### config.mk
export PLATFORM = sky130hd
export DESIGN_NAME = irq_route_prio_vector_unit
export DESIGN_NICKNAME = d
export VERILOG_FILES = /design/src/hw/irq_route_pkg.sv /design/src/hw/prio_pick.sv /design/src/hw/irq_route_prio_vector_unit.sv
export SDC_FILE = /design/constraint.sdc
export NUM_CORES = 2
export LEC_CHECK = 0
export BUFFER_PORTS_ARGS = -buffer_cell sky130_fd_sc_hd__buf_2
export CAP_MARGIN = 15
export CORE_MARGIN = 8
export CORE_UTILIZATION = 40
export DETAILED_ROUTE_END_ITERATION = 8
export PLACE_DENSITY = 0.67
export SETUP_SLACK_MARGIN = 0.3
export SYNTH_ARGS = -nofsm -noshare
export SYNTH_HDL_FRONTEND = slang
export SYNTH_SLANG_ARGS = --single-unit
### constraint.sdc
create_clock -name mclk_i -period 112.3 [get_ports mclk_i]
set_input_delay 11.23 -clock mclk_i [delete_from_list [all_inputs] [get_ports mclk_i]]
set_output_delay 11.23 -clock mclk_i [all_outputs]
set_load 0.02 [all_outputs]
### src/hw/irq_route_pkg.sv
// constants for the interrupt routing, prioritising and vector unit
// assumes a single core clock; registers reached through the coprocessor port
package irq_route_pkg;
  localparam int NUM_SRC = 64;
  localparam int NUM_EXT = 8;
  // coprocessor register numbers (crn field), 16 registers
  localparam logic [3:0] CRN_ENABLE0 = 4'h0;
  localparam logic [3:0] CRN_ENABLE1 = 4'h1;
  localparam logic [3:0] CRN_STEER0 = 4'h2;
  localparam logic [3:0] CRN_STEER1 = 4'h3;
  localparam logic [3:0] CRN_IRQ_PEND0 = 4'h4;
  localparam logic [3:0] CRN_IRQ_PEND1 = 4'h5;
  localparam logic [3:0] CRN_FIQ_PEND0 = 4'h6;
  localparam logic [3:0] CRN_FIQ_PEND1 = 4'h7;
  localparam logic [3:0] CRN_PRIO0 = 4'h8;
  localparam logic [3:0] CRN_PRIO1 = 4'hA;
  localparam logic [3:0] CRN_PRIO3 = 4'hB;
  localparam logic [3:0] CRN_BASE = 4'hC;
  localparam logic [3:0] CRN_SPAN = 4'hD;
  localparam logic [3:0] CRN_IRQ_VEC = 4'hE;
  localparam logic [3:0] CRN_FIQ_VEC = 4'hF;
  localparam logic [3:0] CRN_ROUTE = 4'h9;
  // route select fields
  localparam int ROUTE_CORE_LSB = 0;
  localparam int ROUTE_SEG_LSB = 16;
  localparam logic [31:0] ROUTE_RESET = 32'h0000_0000;
  localparam logic [31:0] ROUTE_MASK = 32'h00FF_00FF;
  // source map
  localparam int SRC_EXT_LSB = 0;
  localparam int SRC_GPIO_LSB = 8;
  localparam int SRC_URGENT = 16;
  localparam int SRC_TIMER0 = 17;
  localparam int SRC_TIMER1 = 18;
  localparam int SRC_WDOG = 19;
  localparam int SRC_PERIPH_LSB = 20;
  localparam int NUM_PERIPH = 44;
  localparam int MU_FWD_INPUT = 14;
  localparam logic [63:0] ENABLE_RESET = 64'h0000_0000_0000_0000;
  localparam logic [63:0] STEER_RESET = 64'h0000_0000_0000_0000;
  localparam logic [127:0] PRIO_RESET = 128'h0;
  localparam logic [31:0] BASE_RESET = 32'h0000_0000;
  localparam logic [3:0] SPAN_RESET = 4'h0;
  localparam int SPAN_MIN_SHIFT = 8;
  // span code where 2^(n+1) sizing starts; this code and all lower codes give 256 bytes
  localparam logic [3:0] SPAN_MIN_CODE = 4'h7;
endpackage

### src/hw/prio_pick.sv
// picks the highest-priority pending source of one path and forms its vector
// assumes base and span are stable register values; pending set and priority fields come from combinational next values
`timescale 1ns/10ps
`default_nettype none
module prio_pick (
  input wire logic [63:0] pend_i,
  input wire logic [127:0] prio_i,
  input wire logic [31:0] base_i,
  input wire logic [3:0] span_i,
  output logic valid_o,
  output logic [31:0] vector_o
);
  logic [5:0] best_idx;
  logic [1:0] best_pri;
  logic found;
  logic [4:0] shift;

  always_comb
  begin
    best_idx = 6'h0;
    best_pri = 2'h3;
    found = 1'b0;
    // ascending scan with <= lets the higher bit win a tie
    for (int i = 0; i < irq_route_pkg::NUM_SRC; i++)
    begin
      if (pend_i[i] && (!found || prio_i[2*i +: 2] <= best_pri))
      begin
        found = 1'b1;
        best_pri = prio_i[2*i +: 2];
        best_idx = 6'(i);
      end
    end
  end

  // span code n from 7 up gives 2^(n+1) bytes per source, so 4'hf tops out at 64 kbyte
  always_comb
  begin
    if (span_i < irq_route_pkg::SPAN_MIN_CODE)
      shift = 5'(irq_route_pkg::SPAN_MIN_SHIFT);
    else
      shift = 5'(span_i) + 5'h01;
  end

  assign valid_o = found;
  assign vector_o = base_i + (32'(best_idx) << shift);
endmodule
`default_nettype wire

### src/hw/irq_route_prio_vector_unit.sv
// interrupt routing, masking, steering, prioritising and vector unit
// assumes request levels already synchronous; coprocessor access takes one cycle
//
// Behaviour
// - route bits 0-7 pick core or forwarder
// - route bits 16-23 pick segment B or A
// - unrouted core input sits inactive high
// - requests are levels, never edges
// - seventeen external request pins accepted
// - timers and watchdog are request sources
// - every source merges into IRQ or FIQ
// - disabled source never pends nor interrupts
// - steering picks FIQ or IRQ per source
// - pending registers read-only, show active unmasked
// - two-bit priority, 00 highest 11 lowest
// - one winner chosen per path
// - equal priority, highest bit wins
// - span from 256 bytes to 64 kbytes
// - vector is base plus span times index
// - vector registers show path winner vector
// - sixteen registers selected by crn field
// - write effective before next instruction
// - pins synchronised, requests only when unmasked
// - urgent pin never reaches forwarders
`timescale 1ns/10ps
`default_nettype none
module irq_route_prio_vector_unit #(
  parameter int NUM_PERIPH = 44
) (
  input wire logic mclk_i,
  input wire logic rst_i,
  input wire logic [7:0] ext_request_pins_n_i,
  input wire logic [7:0] gpio_request_pins_n_i,
  input wire logic [7:0] gpio_is_input_i,
  input wire logic urgent_request_pin_n_i,
  input wire logic timer0_req_i,
  input wire logic timer1_req_i,
  input wire logic wdog_req_i,
  input wire logic [NUM_PERIPH-1:0] periph_req_i,
  input wire logic message_unit_req_i,
  input wire logic cp_wr_i,
  input wire logic cp_rd_i,
  input wire logic [3:0] cp_crn_i,
  input wire logic [2:0] cp_opcode1_i,
  input wire logic [2:0] cp_opcode2_i,
  input wire logic [3:0] cp_crm_i,
  input wire logic [31:0] cp_wdata_i,
  output logic [31:0] cp_rdata_o,
  output logic [7:0] fwd_a_req_n_o,
  output logic [7:0] fwd_b_req_n_o,
  output logic fwd_a_mu_req_n_o,
  output logic irq_o,
  output logic fiq_o,
  output logic [31:0] irq_vector_out_o,
  output logic [31:0] fiq_vector_out_o
);
  ////////////////////////////////////////////////////////////////////////////
  logic [31:0] external_pin_route_select_ff;
  logic [63:0] source_enable_ctl_ff;
  logic [63:0] path_steer_select_ff;
  logic [127:0] source_priority_fields_ff;
  logic [31:0] handler_base_ff;
  logic [3:0] handler_span_ff;
  logic [7:0] ext_sync1_ff;
  logic [7:0] ext_sync2_ff;
  logic [7:0] gpio_sync1_ff;
  logic [7:0] gpio_sync2_ff;
  logic urgent_sync1_ff;
  logic urgent_sync2_ff;
  logic [7:0] core_ext_n;
  logic [63:0] raw_level;
  logic [63:0] irq_pending_set;
  logic [63:0] fiq_pending_set;
  logic [63:0] nxt_enable;
  logic [63:0] nxt_steer;
  logic [127:0] nxt_prio;
  logic irq_valid;
  logic fiq_valid;
  logic [31:0] irq_vec;
  logic [31:0] fiq_vec;
  logic cp_ok;
  logic [31:0] nxt_rdata;

  // accesses with nonzero opcode or crm fields are ignored
  assign cp_ok = (cp_opcode1_i == 3'h0) && (cp_opcode2_i == 3'h0) && (cp_crm_i == 4'h0);

  ////////////////////////////////////////////////////////////////////////////
  // pin synchronisers; first stage read only by the second
  always_ff @(posedge mclk_i or posedge rst_i)
  begin
    if (rst_i)
    begin
      ext_sync1_ff <= 8'hFF;
      ext_sync2_ff <= 8'hFF;
      gpio_sync1_ff <= 8'hFF;
      gpio_sync2_ff <= 8'hFF;
      urgent_sync1_ff <= 1'b1;
      urgent_sync2_ff <= 1'b1;
    end
    else
    begin
      ext_sync1_ff <= ext_request_pins_n_i;
      ext_sync2_ff <= ext_sync1_ff;
      gpio_sync1_ff <= gpio_request_pins_n_i;
      gpio_sync2_ff <= gpio_sync1_ff;
      urgent_sync1_ff <= urgent_request_pin_n_i;
      urgent_sync2_ff <= urgent_sync1_ff;
    end
  end

  ////////////////////////////////////////////////////////////////////////////
  // routing: core select, then segment select; unrouted inputs held high
  always_comb
  begin
    for (int n = 0; n < irq_route_pkg::NUM_EXT; n++)
    begin
      if (external_pin_route_select_ff[irq_route_pkg::ROUTE_CORE_LSB + n])
        core_ext_n[n] = ext_sync2_ff[n];
      else
        core_ext_n[n] = 1'b1;
    end
  end

  always_ff @(posedge mclk_i or posedge rst_i)
  begin
    if (rst_i)
    begin
      fwd_a_req_n_o <= 8'hFF;
      fwd_b_req_n_o <= 8'hFF;
      fwd_a_mu_req_n_o <= 1'b1;
    end
    else
    begin
      for (int n = 0; n < irq_route_pkg::NUM_EXT; n++)
      begin
        // urgent pin has no path here at all
        if (!external_pin_route_select_ff[irq_route_pkg::ROUTE_CORE_LSB + n])
        begin
          fwd_b_req_n_o[n] <= external_pin_route_select_ff[irq_route_pkg::ROUTE_SEG_LSB + n]
            ? ext_sync2_ff[n] : 1'b1;
          fwd_a_req_n_o[n] <= external_pin_route_select_ff[irq_route_pkg::ROUTE_SEG_LSB + n]
            ? 1'b1 : ext_sync2_ff[n];
        end
        else
        begin
          fwd_a_req_n_o[n] <= 1'b1;
          fwd_b_req_n_o[n] <= 1'b1;
        end
      end
      fwd_a_mu_req_n_o <= !message_unit_req_i;
    end
  end

  ////////////////////////////////////////////////////////////////////////////
  // source vector; all inputs taken as present levels
  always_comb
  begin
    raw_level = 64'h0;
    raw_level[irq_route_pkg::SRC_EXT_LSB +: 8] = ~core_ext_n;
    raw_level[irq_route_pkg::SRC_GPIO_LSB +: 8] = ~gpio_sync2_ff & gpio_is_input_i;
    raw_level[irq_route_pkg::SRC_URGENT] = !urgent_sync2_ff;
    raw_level[irq_route_pkg::SRC_TIMER0] = timer0_req_i;
    raw_level[irq_route_pkg::SRC_TIMER1] = timer1_req_i;
    raw_level[irq_route_pkg::SRC_WDOG] = wdog_req_i;
    raw_level[irq_route_pkg::SRC_PERIPH_LSB +: NUM_PERIPH] = periph_req_i;
  end

  // the next register values feed pending directly so a write counts at once
  assign irq_pending_set = raw_level & nxt_enable & ~nxt_steer;
  assign fiq_pending_set = raw_level & nxt_enable & nxt_steer;

  ////////////////////////////////////////////////////////////////////////////
  // register writes
  always_comb
  begin
    nxt_enable = source_enable_ctl_ff;
    nxt_steer = path_steer_select_ff;
    nxt_prio = source_priority_fields_ff;
    if (cp_wr_i && cp_ok)
    begin
      unique case (cp_crn_i)
        irq_route_pkg::CRN_ENABLE0: nxt_enable[31:0] = cp_wdata_i;
        irq_route_pkg::CRN_ENABLE1: nxt_enable[63:32] = cp_wdata_i;
        irq_route_pkg::CRN_STEER0: nxt_steer[31:0] = cp_wdata_i;
        irq_route_pkg::CRN_STEER1: nxt_steer[63:32] = cp_wdata_i;
        irq_route_pkg::CRN_PRIO0: nxt_prio[31:0] = cp_wdata_i;
        irq_route_pkg::CRN_PRIO1: nxt_prio[63:32] = cp_wdata_i;
        irq_route_pkg::CRN_PRIO3: nxt_prio[127:96] = cp_wdata_i;
        irq_route_pkg::CRN_ROUTE: nxt_prio[127:96] = nxt_prio[127:96];
        default: nxt_prio = nxt_prio;
      endcase
    end
  end

  always_ff @(posedge mclk_i or posedge rst_i)
  begin
    if (rst_i)
    begin
      source_enable_ctl_ff <= irq_route_pkg::ENABLE_RESET;
      path_steer_select_ff <= irq_route_pkg::STEER_RESET;
      source_priority_fields_ff <= irq_route_pkg::PRIO_RESET;
    end
    else
    begin
      source_enable_ctl_ff <= nxt_enable;
      path_steer_select_ff <= nxt_steer;
      source_priority_fields_ff <= nxt_prio;
    end
  end

  always_ff @(posedge mclk_i or posedge rst_i)
  begin
    if (rst_i)
    begin
      handler_base_ff <= irq_route_pkg::BASE_RESET;
      handler_span_ff <= irq_route_pkg::SPAN_RESET;
      external_pin_route_select_ff <= irq_route_pkg::ROUTE_RESET;
    end
    else if (cp_wr_i && cp_ok)
    begin
      if (cp_crn_i == irq_route_pkg::CRN_BASE)
        handler_base_ff <= cp_wdata_i;
      if (cp_crn_i == irq_route_pkg::CRN_SPAN)
        handler_span_ff <= cp_wdata_i[3:0];
      if (cp_crn_i == irq_route_pkg::CRN_ROUTE)
        external_pin_route_select_ff <= cp_wdata_i & irq_route_pkg::ROUTE_MASK;
    end
  end

  ////////////////////////////////////////////////////////////////////////////
  // one prioritiser per path
  prio_pick u_irq_pick (
    .pend_i(irq_pending_set),
    .prio_i(nxt_prio),
    .base_i(handler_base_ff),
    .span_i(handler_span_ff),
    .valid_o(irq_valid),
    .vector_o(irq_vec)
  );

  prio_pick u_fiq_pick (
    .pend_i(fiq_pending_set),
    .prio_i(nxt_prio),
    .base_i(handler_base_ff),
    .span_i(handler_span_ff),
    .valid_o(fiq_valid),
    .vector_o(fiq_vec)
  );

  always_ff @(posedge mclk_i or posedge rst_i)
  begin
    if (rst_i)
    begin
      irq_o <= 1'b0;
      fiq_o <= 1'b0;
      irq_vector_out_o <= 32'h0000_0000;
      fiq_vector_out_o <= 32'h0000_0000;
    end
    else
    begin
      irq_o <= |irq_pending_set;
      fiq_o <= |fiq_pending_set;
      irq_vector_out_o <= irq_valid ? irq_vec : handler_base_ff;
      fiq_vector_out_o <= fiq_valid ? fiq_vec : handler_base_ff;
    end
  end

  ////////////////////////////////////////////////////////////////////////////
  // reads; pending and vector registers ignore writes
  always_comb
  begin
    nxt_rdata = 32'h0000_0000;
    unique case (cp_crn_i)
      irq_route_pkg::CRN_ENABLE0: nxt_rdata = source_enable_ctl_ff[31:0];
      irq_route_pkg::CRN_ENABLE1: nxt_rdata = source_enable_ctl_ff[63:32];
      irq_route_pkg::CRN_STEER0: nxt_rdata = path_steer_select_ff[31:0];
      irq_route_pkg::CRN_STEER1: nxt_rdata = path_steer_select_ff[63:32];
      irq_route_pkg::CRN_IRQ_PEND0: nxt_rdata = irq_pending_set[31:0];
      irq_route_pkg::CRN_IRQ_PEND1: nxt_rdata = irq_pending_set[63:32];
      irq_route_pkg::CRN_FIQ_PEND0: nxt_rdata = fiq_pending_set[31:0];
      irq_route_pkg::CRN_FIQ_PEND1: nxt_rdata = fiq_pending_set[63:32];
      irq_route_pkg::CRN_PRIO0: nxt_rdata = source_priority_fields_ff[31:0];
      irq_route_pkg::CRN_ROUTE: nxt_rdata = external_pin_route_select_ff;
      irq_route_pkg::CRN_PRIO1: nxt_rdata = source_priority_fields_ff[63:32];
      irq_route_pkg::CRN_PRIO3: nxt_rdata = source_priority_fields_ff[127:96];
      irq_route_pkg::CRN_BASE: nxt_rdata = handler_base_ff;
      irq_route_pkg::CRN_SPAN: nxt_rdata = {28'h000_0000, handler_span_ff};
      irq_route_pkg::CRN_IRQ_VEC: nxt_rdata = irq_valid ? irq_vec : handler_base_ff;
      irq_route_pkg::CRN_FIQ_VEC: nxt_rdata = fiq_valid ? fiq_vec : handler_base_ff;
    endcase
  end

  always_ff @(posedge mclk_i or posedge rst_i)
  begin
    if (rst_i)
      cp_rdata_o <= 32'h0000_0000;
    else if (cp_rd_i && cp_ok)
      cp_rdata_o <= nxt_rdata;
  end

  ////////////////////////////////////////////////////////////////////////////
  property p_core_unrouted_quiet;
    @(posedge mclk_i) disable iff (rst_i)
    !external_pin_route_select_ff[0] |-> !raw_level[0];
  endproperty
  a_core_unrouted_quiet: assert property (p_core_unrouted_quiet) else $error("unrouted pin reached core");

  property p_fwd_exclusive;
    @(posedge mclk_i) disable iff (rst_i)
    external_pin_route_select_ff[0] |=> fwd_a_req_n_o[0] && fwd_b_req_n_o[0];
  endproperty
  a_fwd_exclusive: assert property (p_fwd_exclusive) else $error("core-routed pin reached forwarder");

  property p_seg_b;
    @(posedge mclk_i) disable iff (rst_i)
    (!external_pin_route_select_ff[1] && external_pin_route_select_ff[17]) |=> fwd_a_req_n_o[1];
  endproperty
  a_seg_b: assert property (p_seg_b) else $error("segment B pin reached segment A");

  property p_mu;
    @(posedge mclk_i) disable iff (rst_i)
    message_unit_req_i |=> !fwd_a_mu_req_n_o;
  endproperty
  a_mu: assert property (p_mu) else $error("message unit request not forwarded");

  property p_mask;
    @(posedge mclk_i) disable iff (rst_i)
    !nxt_enable[irq_route_pkg::SRC_TIMER0] |-> !irq_pending_set[17] && !fiq_pending_set[17];
  endproperty
  a_mask: assert property (p_mask) else $error("masked source pending");

  property p_disjoint;
    @(posedge mclk_i) disable iff (rst_i)
    (irq_pending_set & fiq_pending_set) == 64'h0;
  endproperty
  a_disjoint: assert property (p_disjoint) else $error("source on both paths");

  property p_irq_out;
    @(posedge mclk_i) disable iff (rst_i)
    (|irq_pending_set) |=> irq_o;
  endproperty
  a_irq_out: assert property (p_irq_out) else $error("irq not raised");

  property p_fiq_off;
    @(posedge mclk_i) disable iff (rst_i)
    !(|fiq_pending_set) |=> !fiq_o;
  endproperty
  a_fiq_off: assert property (p_fiq_off) else $error("fiq raised without pending");

  property p_vec_base;
    @(posedge mclk_i) disable iff (rst_i)
    (irq_pending_set == 64'h1) |=> irq_vector_out_o == $past(handler_base_ff);
  endproperty
  a_vec_base: assert property (p_vec_base) else $error("source 0 vector not base");
endmodule
`default_nettype wire

Word-level counts from Yosys, hierarchy flattened
Cells that the tools add are included.
- input port bits: 123
- logic and storage cells: 1001
- bits in registers: 457
- output and inout port bits: 115
- order comparisons: 127
- reductions and logical operators: 393
- bitwise logic cells: 7
- equality and inequality tests: 15
- muxes and demuxes: 434
- add/sub/neg operators: 3
- shift operators: 2
- operator list (kind ; count):
    case mux 32 bit (16 select lines) ; 1
    2-to-1 mux 6 bit ; 64
    2-to-1 mux 32 bit ; 9
    2-to-1 mux 2 bit ; 130
    <= comparator 2 bit ; 126
    bitwise AND 64 bit ; 3
    2-to-1 mux 1 bit ; 170
    2-to-1 mux 5 bit ; 33
    logical AND 1 bit ; 130
    logical NOT 1 bit ; 128
    2-to-1 mux 128 bit ; 1
    2-to-1 mux 64 bit ; 2
    OR reduction 64 bit ; 2
    logical OR 1 bit ; 126
    adder 32 bit ; 2
    2-to-1 mux 4 bit ; 16
    NOT 64 bit ; 1
    << shifter 6 x 5 -> 32 bit ; 2
    equality test 4 bit (second input constant) ; 8
    2-to-1 mux 3 bit ; 8
    equality test 4 x 3 -> 1 bit (second input constant) ; 4
    NOT 8 bit ; 2
    bitwise AND 8 bit ; 1
    equality test 4 x 2 -> 1 bit (second input constant) ; 2
    other kinds (6) ; 10

Longest topological paths before layout
- depth in word-level cells: 264
- mapped depth: 388

By module
A second synthesis with hierarchy kept.
- cell total of the unflattened synthesis: 4774
- area total of the unflattened synthesis: 39693.1 um^2
- by module, submodules not included (module ; seq. area each (um^2) ; area an instance (um^2) ; cells an instance ; times used):
    irq_route_prio_vector_unit ; 10699.0 ; 20614.8 ; 1846 ; 1
    prio_pick (u_fiq_pick) ; 0.0 ; 9631.7 ; 1464 ; 1
    prio_pick (u_irq_pick) ; 0.0 ; 9446.6 ; 1464 ; 1

Worst setup path after synthesis
OpenSTA, ideal clock, no wires.
- path kind: input to register
- start point: in cp_crn_i[0]
- end point: reg cp_rdata_o[31]
- arrival time: 71.433 ns
- slack: 40.741 ns
- cell stages on the path: 346
- required time: 112.174 ns
- path through: buf_2 > buf_2 > nor4b_2 > nand4_1 > clkbuf_1 > mux2i_1 > inv_1 > nor3_1 > ha_1 > a21oi_1 > a21oi_1 > or3_1 > a32o_1 > ha_1 > nor2b_1 > o21ai_0 > o21ai_0 > mux2_2 > [... 310 more ...] > o21bai_1 > a21o_1 > a21oi_1 > o21ai_0 > o41ai_1 > o21ai_0 > o211ai_1 > nand3_1 > o211ai_1 > o211a_1 > o31ai_1 > nor4_1 > nor3_1 > xor2_1 > nand2_1 > mux2i_1 > a211oi_1 > o21ai_1
- RTL lines (element ; RTL line ; source):
    start: declaration ; irq_route_prio_vector_unit.sv:43 ; input wire logic [3:0] cp_crn_i,
    equality test 4 bit (*) ; irq_route_prio_vector_unit.sv:181 ; unique case (cp_crn_i)
    2-to-1 mux 32 bit (*) ; irq_route_prio_vector_unit.sv:181 ;
    2-to-1 mux 128 bit (*) ; irq_route_prio_vector_unit.sv:179 ; if (cp_wr_i && cp_ok)
    via nxt_prio[1] ; irq_route_prio_vector_unit.sv:76 ; logic [127:0] nxt_prio;
    2-to-1 mux 2 bit ; prio_pick.sv:26 ; if (pend_i[i] && (!found || prio_i[2*i +: 2] <= best_pri))
    <= comparator 2 bit ; prio_pick.sv:26 ;
    logical OR 1 bit ; prio_pick.sv:26 ;
    logical AND 1 bit ; prio_pick.sv:26 ;
    [... 245 more ...] ; - ;
    <= comparator 2 bit / logical NOT 1 bit (equally long branches) ; prio_pick.sv:26 ;
    logical OR 1 bit ; prio_pick.sv:26 ;
    logical AND 1 bit ; prio_pick.sv:26 ;
    2-to-1 mux 6 bit ; prio_pick.sv:26 ;
    << shifter 6 x 5 -> 32 bit ; prio_pick.sv:45 ; assign vector_o = base_i + (32'(best_idx) << shift);
    adder 32 bit ; prio_pick.sv:45 ;
    2-to-1 mux 32 bit, on equally long branches ; irq_route_prio_vector_unit.sv:289, irq_route_prio_vector_unit.sv:288 ;
    case mux 32 bit (16 select lines) (*) ; irq_route_prio_vector_unit.sv:273 ; unique case (cp_crn_i)
    end signal: assignment ; irq_route_prio_vector_unit.sv:298 ; cp_rdata_o <= nxt_rdata;
    end: declaration ; irq_route_prio_vector_unit.sv:48 ; output logic [31:0] cp_rdata_o,
The timed path passes the listed nets; every way through them passes the cells marked *.
A chain may end at the register's enable or synchronous reset.

Worst setup path after layout
- start point: in cp_crn_i[0]
- end point: reg cp_rdata_o[30]
- longest elaborated chain between the ends: 262
- RTL lines (element ; RTL line):
    logical NOT 4 bit / equality test 4 x 2 -> 1 bit (equally long branches) ; irq_route_prio_vector_unit.sv:181, irq_route_prio_vector_unit.sv:273
    2-to-1 mux 32 bit ; irq_route_prio_vector_unit.sv:181
    2-to-1 mux 64 bit ; irq_route_prio_vector_unit.sv:179
    bitwise AND 64 bit / NOT 64 bit (equally long branches) ; irq_route_prio_vector_unit.sv:169, irq_route_prio_vector_unit.sv:170
    bitwise AND 64 bit, on equally long branches ; irq_route_prio_vector_unit.sv:170, irq_route_prio_vector_unit.sv:169
    2-to-1 mux 2 bit / 2-to-1 mux 1 bit (equally long branches) ; prio_pick.sv:26
    <= comparator 2 bit / logical NOT 1 bit (equally long branches) ; prio_pick.sv:26
    logical OR 1 bit ; prio_pick.sv:26
    [... 246 more ...] ; -
    <= comparator 2 bit / logical NOT 1 bit (equally long branches) ; prio_pick.sv:26
    logical OR 1 bit ; prio_pick.sv:26
    logical AND 1 bit ; prio_pick.sv:26
    2-to-1 mux 6 bit ; prio_pick.sv:26
    << shifter 6 x 5 -> 32 bit ; prio_pick.sv:45
    adder 32 bit ; prio_pick.sv:45
    2-to-1 mux 32 bit, on equally long branches ; irq_route_prio_vector_unit.sv:289, irq_route_prio_vector_unit.sv:288
    case mux 32 bit (16 select lines) (*) ; irq_route_prio_vector_unit.sv:273
Mark *: on every way between the ends. The rest lies on a longest branch, timed or not.

==> results by group <==
Floorplan
  – Die outline height: a little over 300 um
  – Row cnt: about 110
  – Initial standard-cell utilization of the core: about two fifths
  – Core footprint: around 86000 um2
  – Die Span X: a little over 300 um
  – Ports placed on the boundary: about 240
  – Total Die Area: around 96000 um2

Synth
  – Distinct cell type count of the synthesized netlist: 116
  – Mean cell area of the mapped netlist: 8.43 um2
  – Post-Syn Instances: between 4k and 5k
  – Syn Nets: roughly 4.5k
  – Sequential-to-total area share from yosys stat: a little under a third
  – Post-synthesis cell area: ~35000 um2
  – Top FF cell, synth: sky130_fd_sc_hd__dfrtp_1
  – Yosys reg bits: between 400 and 500
  – Number of synthesized flops with an enable pin: 0
  – Synth Warn #: 0
  – Async SR Flop Fraction: 100%

Placed design
  – Number of input and output port buffers inserted: 237
  – Final HPWL DP: 130000 um
  – Final estimated routing congestion in global placement: about 1.0
  – Post-placement cell area: 37200 um2

GRT
  – Total track usage: between 30% and 40%
  – Maximum number of pins on one net before global-route repair: 125
  – Remaining Overflow, GRT: 0
  – Wire length of the first global-routing pass: 235000 um
  – Initial antenna violation count: 10
  – Vias in the first global route: between 30k and 40k

Cells and area
  – Most used cells in the layout excluding fill and tap cells: 374 x sky130_fd_sc_hd__dfrtp_1, 373 x sky130_fd_sc_hd__nand2_1, 344 x sky130_fd_sc_hd__a21oi_1
  – Layout cells sized above 1: a little under a fifth
  – Post-synthesis to final-layout area growth: 12.5%
  – Post-route cell area: between 30000 and 40000 um2
  – Final net count: about 4.7k
  – Most common cell after layout, fill and taps aside: sky130_fd_sc_hd__dfrtp_1

STA
  – Total negative slack: 0 ns
  – Setup repair after global routing missed its margin: no
  – Post-layout min period: slightly below 90 ns
  – Pins Over Slew Limit: 0
  – Remaining max-slew budget at the tightest pin: between 10% and 20%
  – Slew @ Worst Pin: approximately 1.2 ns
  – Final hold violation count: 0
  – Max Fclk: about 0.012 GHz
  – Worst setup skew after layout: ~0.041 ns
  – Final critical-path share of the clock period: around 77%
  – Count of endpoints failing setup in the final report: 0

Critical path
  – Destination of the critical timing path: cp_rdata_o[30]
  – Critical register-to-register path startpoint: external_pin_route_select_ff[0]
  – Nature of the critical path startpoint: primary input
  – Worst path most repeated cell: sky130_fd_sc_hd__o21ai_0
  – Kind of end point of the critical path: flip-flop
  – Reg2Reg Depth: approximately 340
  – Number of cells on the critical path: 342
  – Buffer and inverter count on the worst path: 17
  – CP required: between 100 and 150 ns
  – Largest fanout of any net on the critical path: 33
  – Worst-path cell with the longest stage delay: sky130_fd_sc_hd__o21ai_0
  – Crit Path Class: in2reg
  – Delay-heaviest family, CP: compound AO/OA/AOI/OAI gates
  – Worst setup slack for register-to-register paths: between 30 and 40 ns
  – Critical register-to-register path endpoint: cp_rdata_o[30]
  – Worst setup startpoint: cp_crn_i[0]
  – Arrival time reported for the critical path endpoint: a little under 90 ns
  – Worst stage delay on the critical path: ~0.9 ns

Power and ir drop
  – Overall power after layout: roughly 0.00035 W
  – Maximum VDD drop: around 14 uV
  – Leakage power: 19.4 nW
  – Power Density: approximately 9 nW/um2

Clock tree
  – CTS HTree Levels: 2
  – Setup bufs post-CTS: 0
  – Total clock buffers created by CTS: 48
  – CTS tree: built
  – Maximum clock insertion buffer count: 3
  – Number of hold-repair buffers added at the cts stage: 0
  – CTS clk-pin slew, worst paths: about 0.060 ns
  – Clock tree sinks: approximately 430
  – CTS root buf: sky130_fd_sc_hd__clkbuf_16
  – Skew-Pair Late Insertion Delay: roughly 0.64 ns
  – Cells resized by post-CTS repair: 0

Run status
  – Status: finished clean

Flow run
  – Number of max-cap violations: 0

Drt
  – Via density: roughly 6.4
  – First-pass detailed-route iteration total: 7
  – Detail Route Antenna Nets: 0
  – DRC violation total after the first TritonRoute iteration: about 4.6k
  – Number of remaining DRC errors: 0
  – Total number of vias: ~35k
  – DR WL/cell: around 30 um
  – Total detailed-routing wirelength: ~160000 um

Min path
  – Hold/Removal Path Class: reg2reg
[logic make-up after synthesis]
kind of cell,count (synthesis),synth area share (%)
and+or+nand+nor,1361,19.4
AOI/OAI and AO/OA,1217,23.4
buffers and inverters,459,5.17
DFF,425,30.9
muxes,342,10.8
adders and majority gates,253,9.20
xor gates and xnor gates,47,1.19
[synth_stat cells (15+ instances only)]
master	count	area share, %
sky130_fd_sc_hd__nand2_1	376	4.1
sky130_fd_sc_hd__dfrtp_1	374	27
sky130_fd_sc_hd__nor2_1	349	3.8
sky130_fd_sc_hd__a21oi_1	344	5.0
sky130_fd_sc_hd__inv_1	272	3.0
sky130_fd_sc_hd__ha_1	251	9.1
sky130_fd_sc_hd__o21ai_0	238	3.4
sky130_fd_sc_hd__mux2_2	209	6.8
sky130_fd_sc_hd__clkbuf_1	134	1.5
sky130_fd_sc_hd__mux2i_1	125	3.6
sky130_fd_sc_hd__nand3_1	104	1.5
sky130_fd_sc_hd__nor3_1	100	1.4
sky130_fd_sc_hd__nor2b_1	94	1.7
sky130_fd_sc_hd__a221oi_1	68	1.7
sky130_fd_sc_hd__and3_1	64	1.2
sky130_fd_sc_hd__dfstp_2	51	3.9
sky130_fd_sc_hd__a22oi_1	44	0.96
sky130_fd_sc_hd__a21o_1	43	0.93
sky130_fd_sc_hd__and2_1	40	0.72
sky130_fd_sc_hd__o22ai_1	39	0.71
sky130_fd_sc_hd__a211oi_1	38	0.82
sky130_fd_sc_hd__a31oi_1	38	0.69
sky130_fd_sc_hd__o21a_1	38	0.82
sky130_fd_sc_hd__or3_1	38	0.69
sky130_fd_sc_hd__o31ai_1	34	0.74
sky130_fd_sc_hd__nand2b_1	33	0.60
sky130_fd_sc_hd__nand4_1	32	0.58
sky130_fd_sc_hd__xnor2_1	27	0.68
sky130_fd_sc_hd__a22o_1	26	0.66
sky130_fd_sc_hd__or2_2	26	0.47
sky130_fd_sc_hd__buf_2	23	0.33
sky130_fd_sc_hd__nor4_1	22	0.40
sky130_fd_sc_hd__o211ai_1	22	0.48
sky130_fd_sc_hd__xor2_1	20	0.51
sky130_fd_sc_hd__o2111ai_1	19	0.48
sky130_fd_sc_hd__o21ai_1	19	0.27
sky130_fd_sc_hd__buf_1	18	0.20
sky130_fd_sc_hd__o221ai_1	17	0.43
sky130_fd_sc_hd__a211o_1	16	0.41
sky130_fd_sc_hd__a21boi_0	16	0.35
sky130_fd_sc_hd__or3b_2	15	0.38
[report_power, final]
group	switching [W]	leakage (nW)	total (W)	internal [W]
Clock	0.0000734	0.835	0.000174	0.000101
Sequential	0.000000627	5.71	0.000156	0.000155
Combinational	0.0000169	12.9	0.0000218	0.00000495
[registers in the layout, summed over array words and instances, names as in the netlist, 4 cells and up]
name,count
handler_base_ff,32
irq_vector_out_o,32
source_priority_fields_ff,96
external_pin_route_select_ff,16
gpio_sync1_ff,8
cp_rdata_o,32
fiq_vector_out_o,32
path_steer_select_ff,64
gpio_sync2_ff,8
handler_span_ff,4
source_enable_ctl_ff,64
ext_sync1_ff,8
fwd_b_req_n_o,8
fwd_a_req_n_o,8
ext_sync2_ff,8
[layout make-up]
| cell class | count | area (um2) |
|---|---|---|
| antenna | 4 | 10.0 |
| clock buffer | 68 | 1390 |
| clock inverter | 22 | 330 |
| fill | 8582 | 47300 |
| inverter | 277 | 1050 |
| multi-input combinational | 3220 | 22200 |
| sequential | 425 | 10700 |
| tap | 1155 | 1450 |
| timing repair buffer | 315 | 1770 |
[worst min path at each step]
stage | from | end | slack (ns) | cells after the start
3_3_place_gp | gpio_sync1_ff[4] | gpio_sync2_ff[4] | 0.35 | 0
6_report | gpio_sync1_ff[3] | gpio_sync2_ff[3] | 0.35 | 0
5_1_grt | ext_sync1_ff[3] | ext_sync2_ff[3] | 0.36 | 0
2_1_floorplan | ext_sync1_ff[0] | ext_sync2_ff[0] | 0.35 | 0
4_1_cts | gpio_sync1_ff[3] | gpio_sync2_ff[3] | 0.36 | 0
3_5_place_dp | ext_sync1_ff[3] | ext_sync2_ff[3] | 0.35 | 0
[routing by layer]
layer | track usage (%) | up-vias | wire, um
li1 | - | 15500 | -
met1 | 42.9 | 17100 | 65000
met2 | 49.2 | 2256 | 69000
met3 | 9.27 | 479 | 19300
met4 | 18.5 | 8 | 11300
met5 | 0 | - | 47
[metrics by stage]
step / worst slack, ns / util (%) / instances / hold WS, ns
3_5_place_dp: 26.42 / 43.1 / 5391 / 0.347
2_1_floorplan: 40.74 / - / 4104 / 0.345
6_report: 25.54 / 45.1 / 5486 / 0.354
3_3_place_gp: 25.43 / 43.1 / 5390 / 0.346
5_1_grt: 18.98 / 45.1 / 5482 / 0.357
4_1_cts: 26.84 / 45.1 / 5481 / 0.356
(Power assumes the default switching activity.)
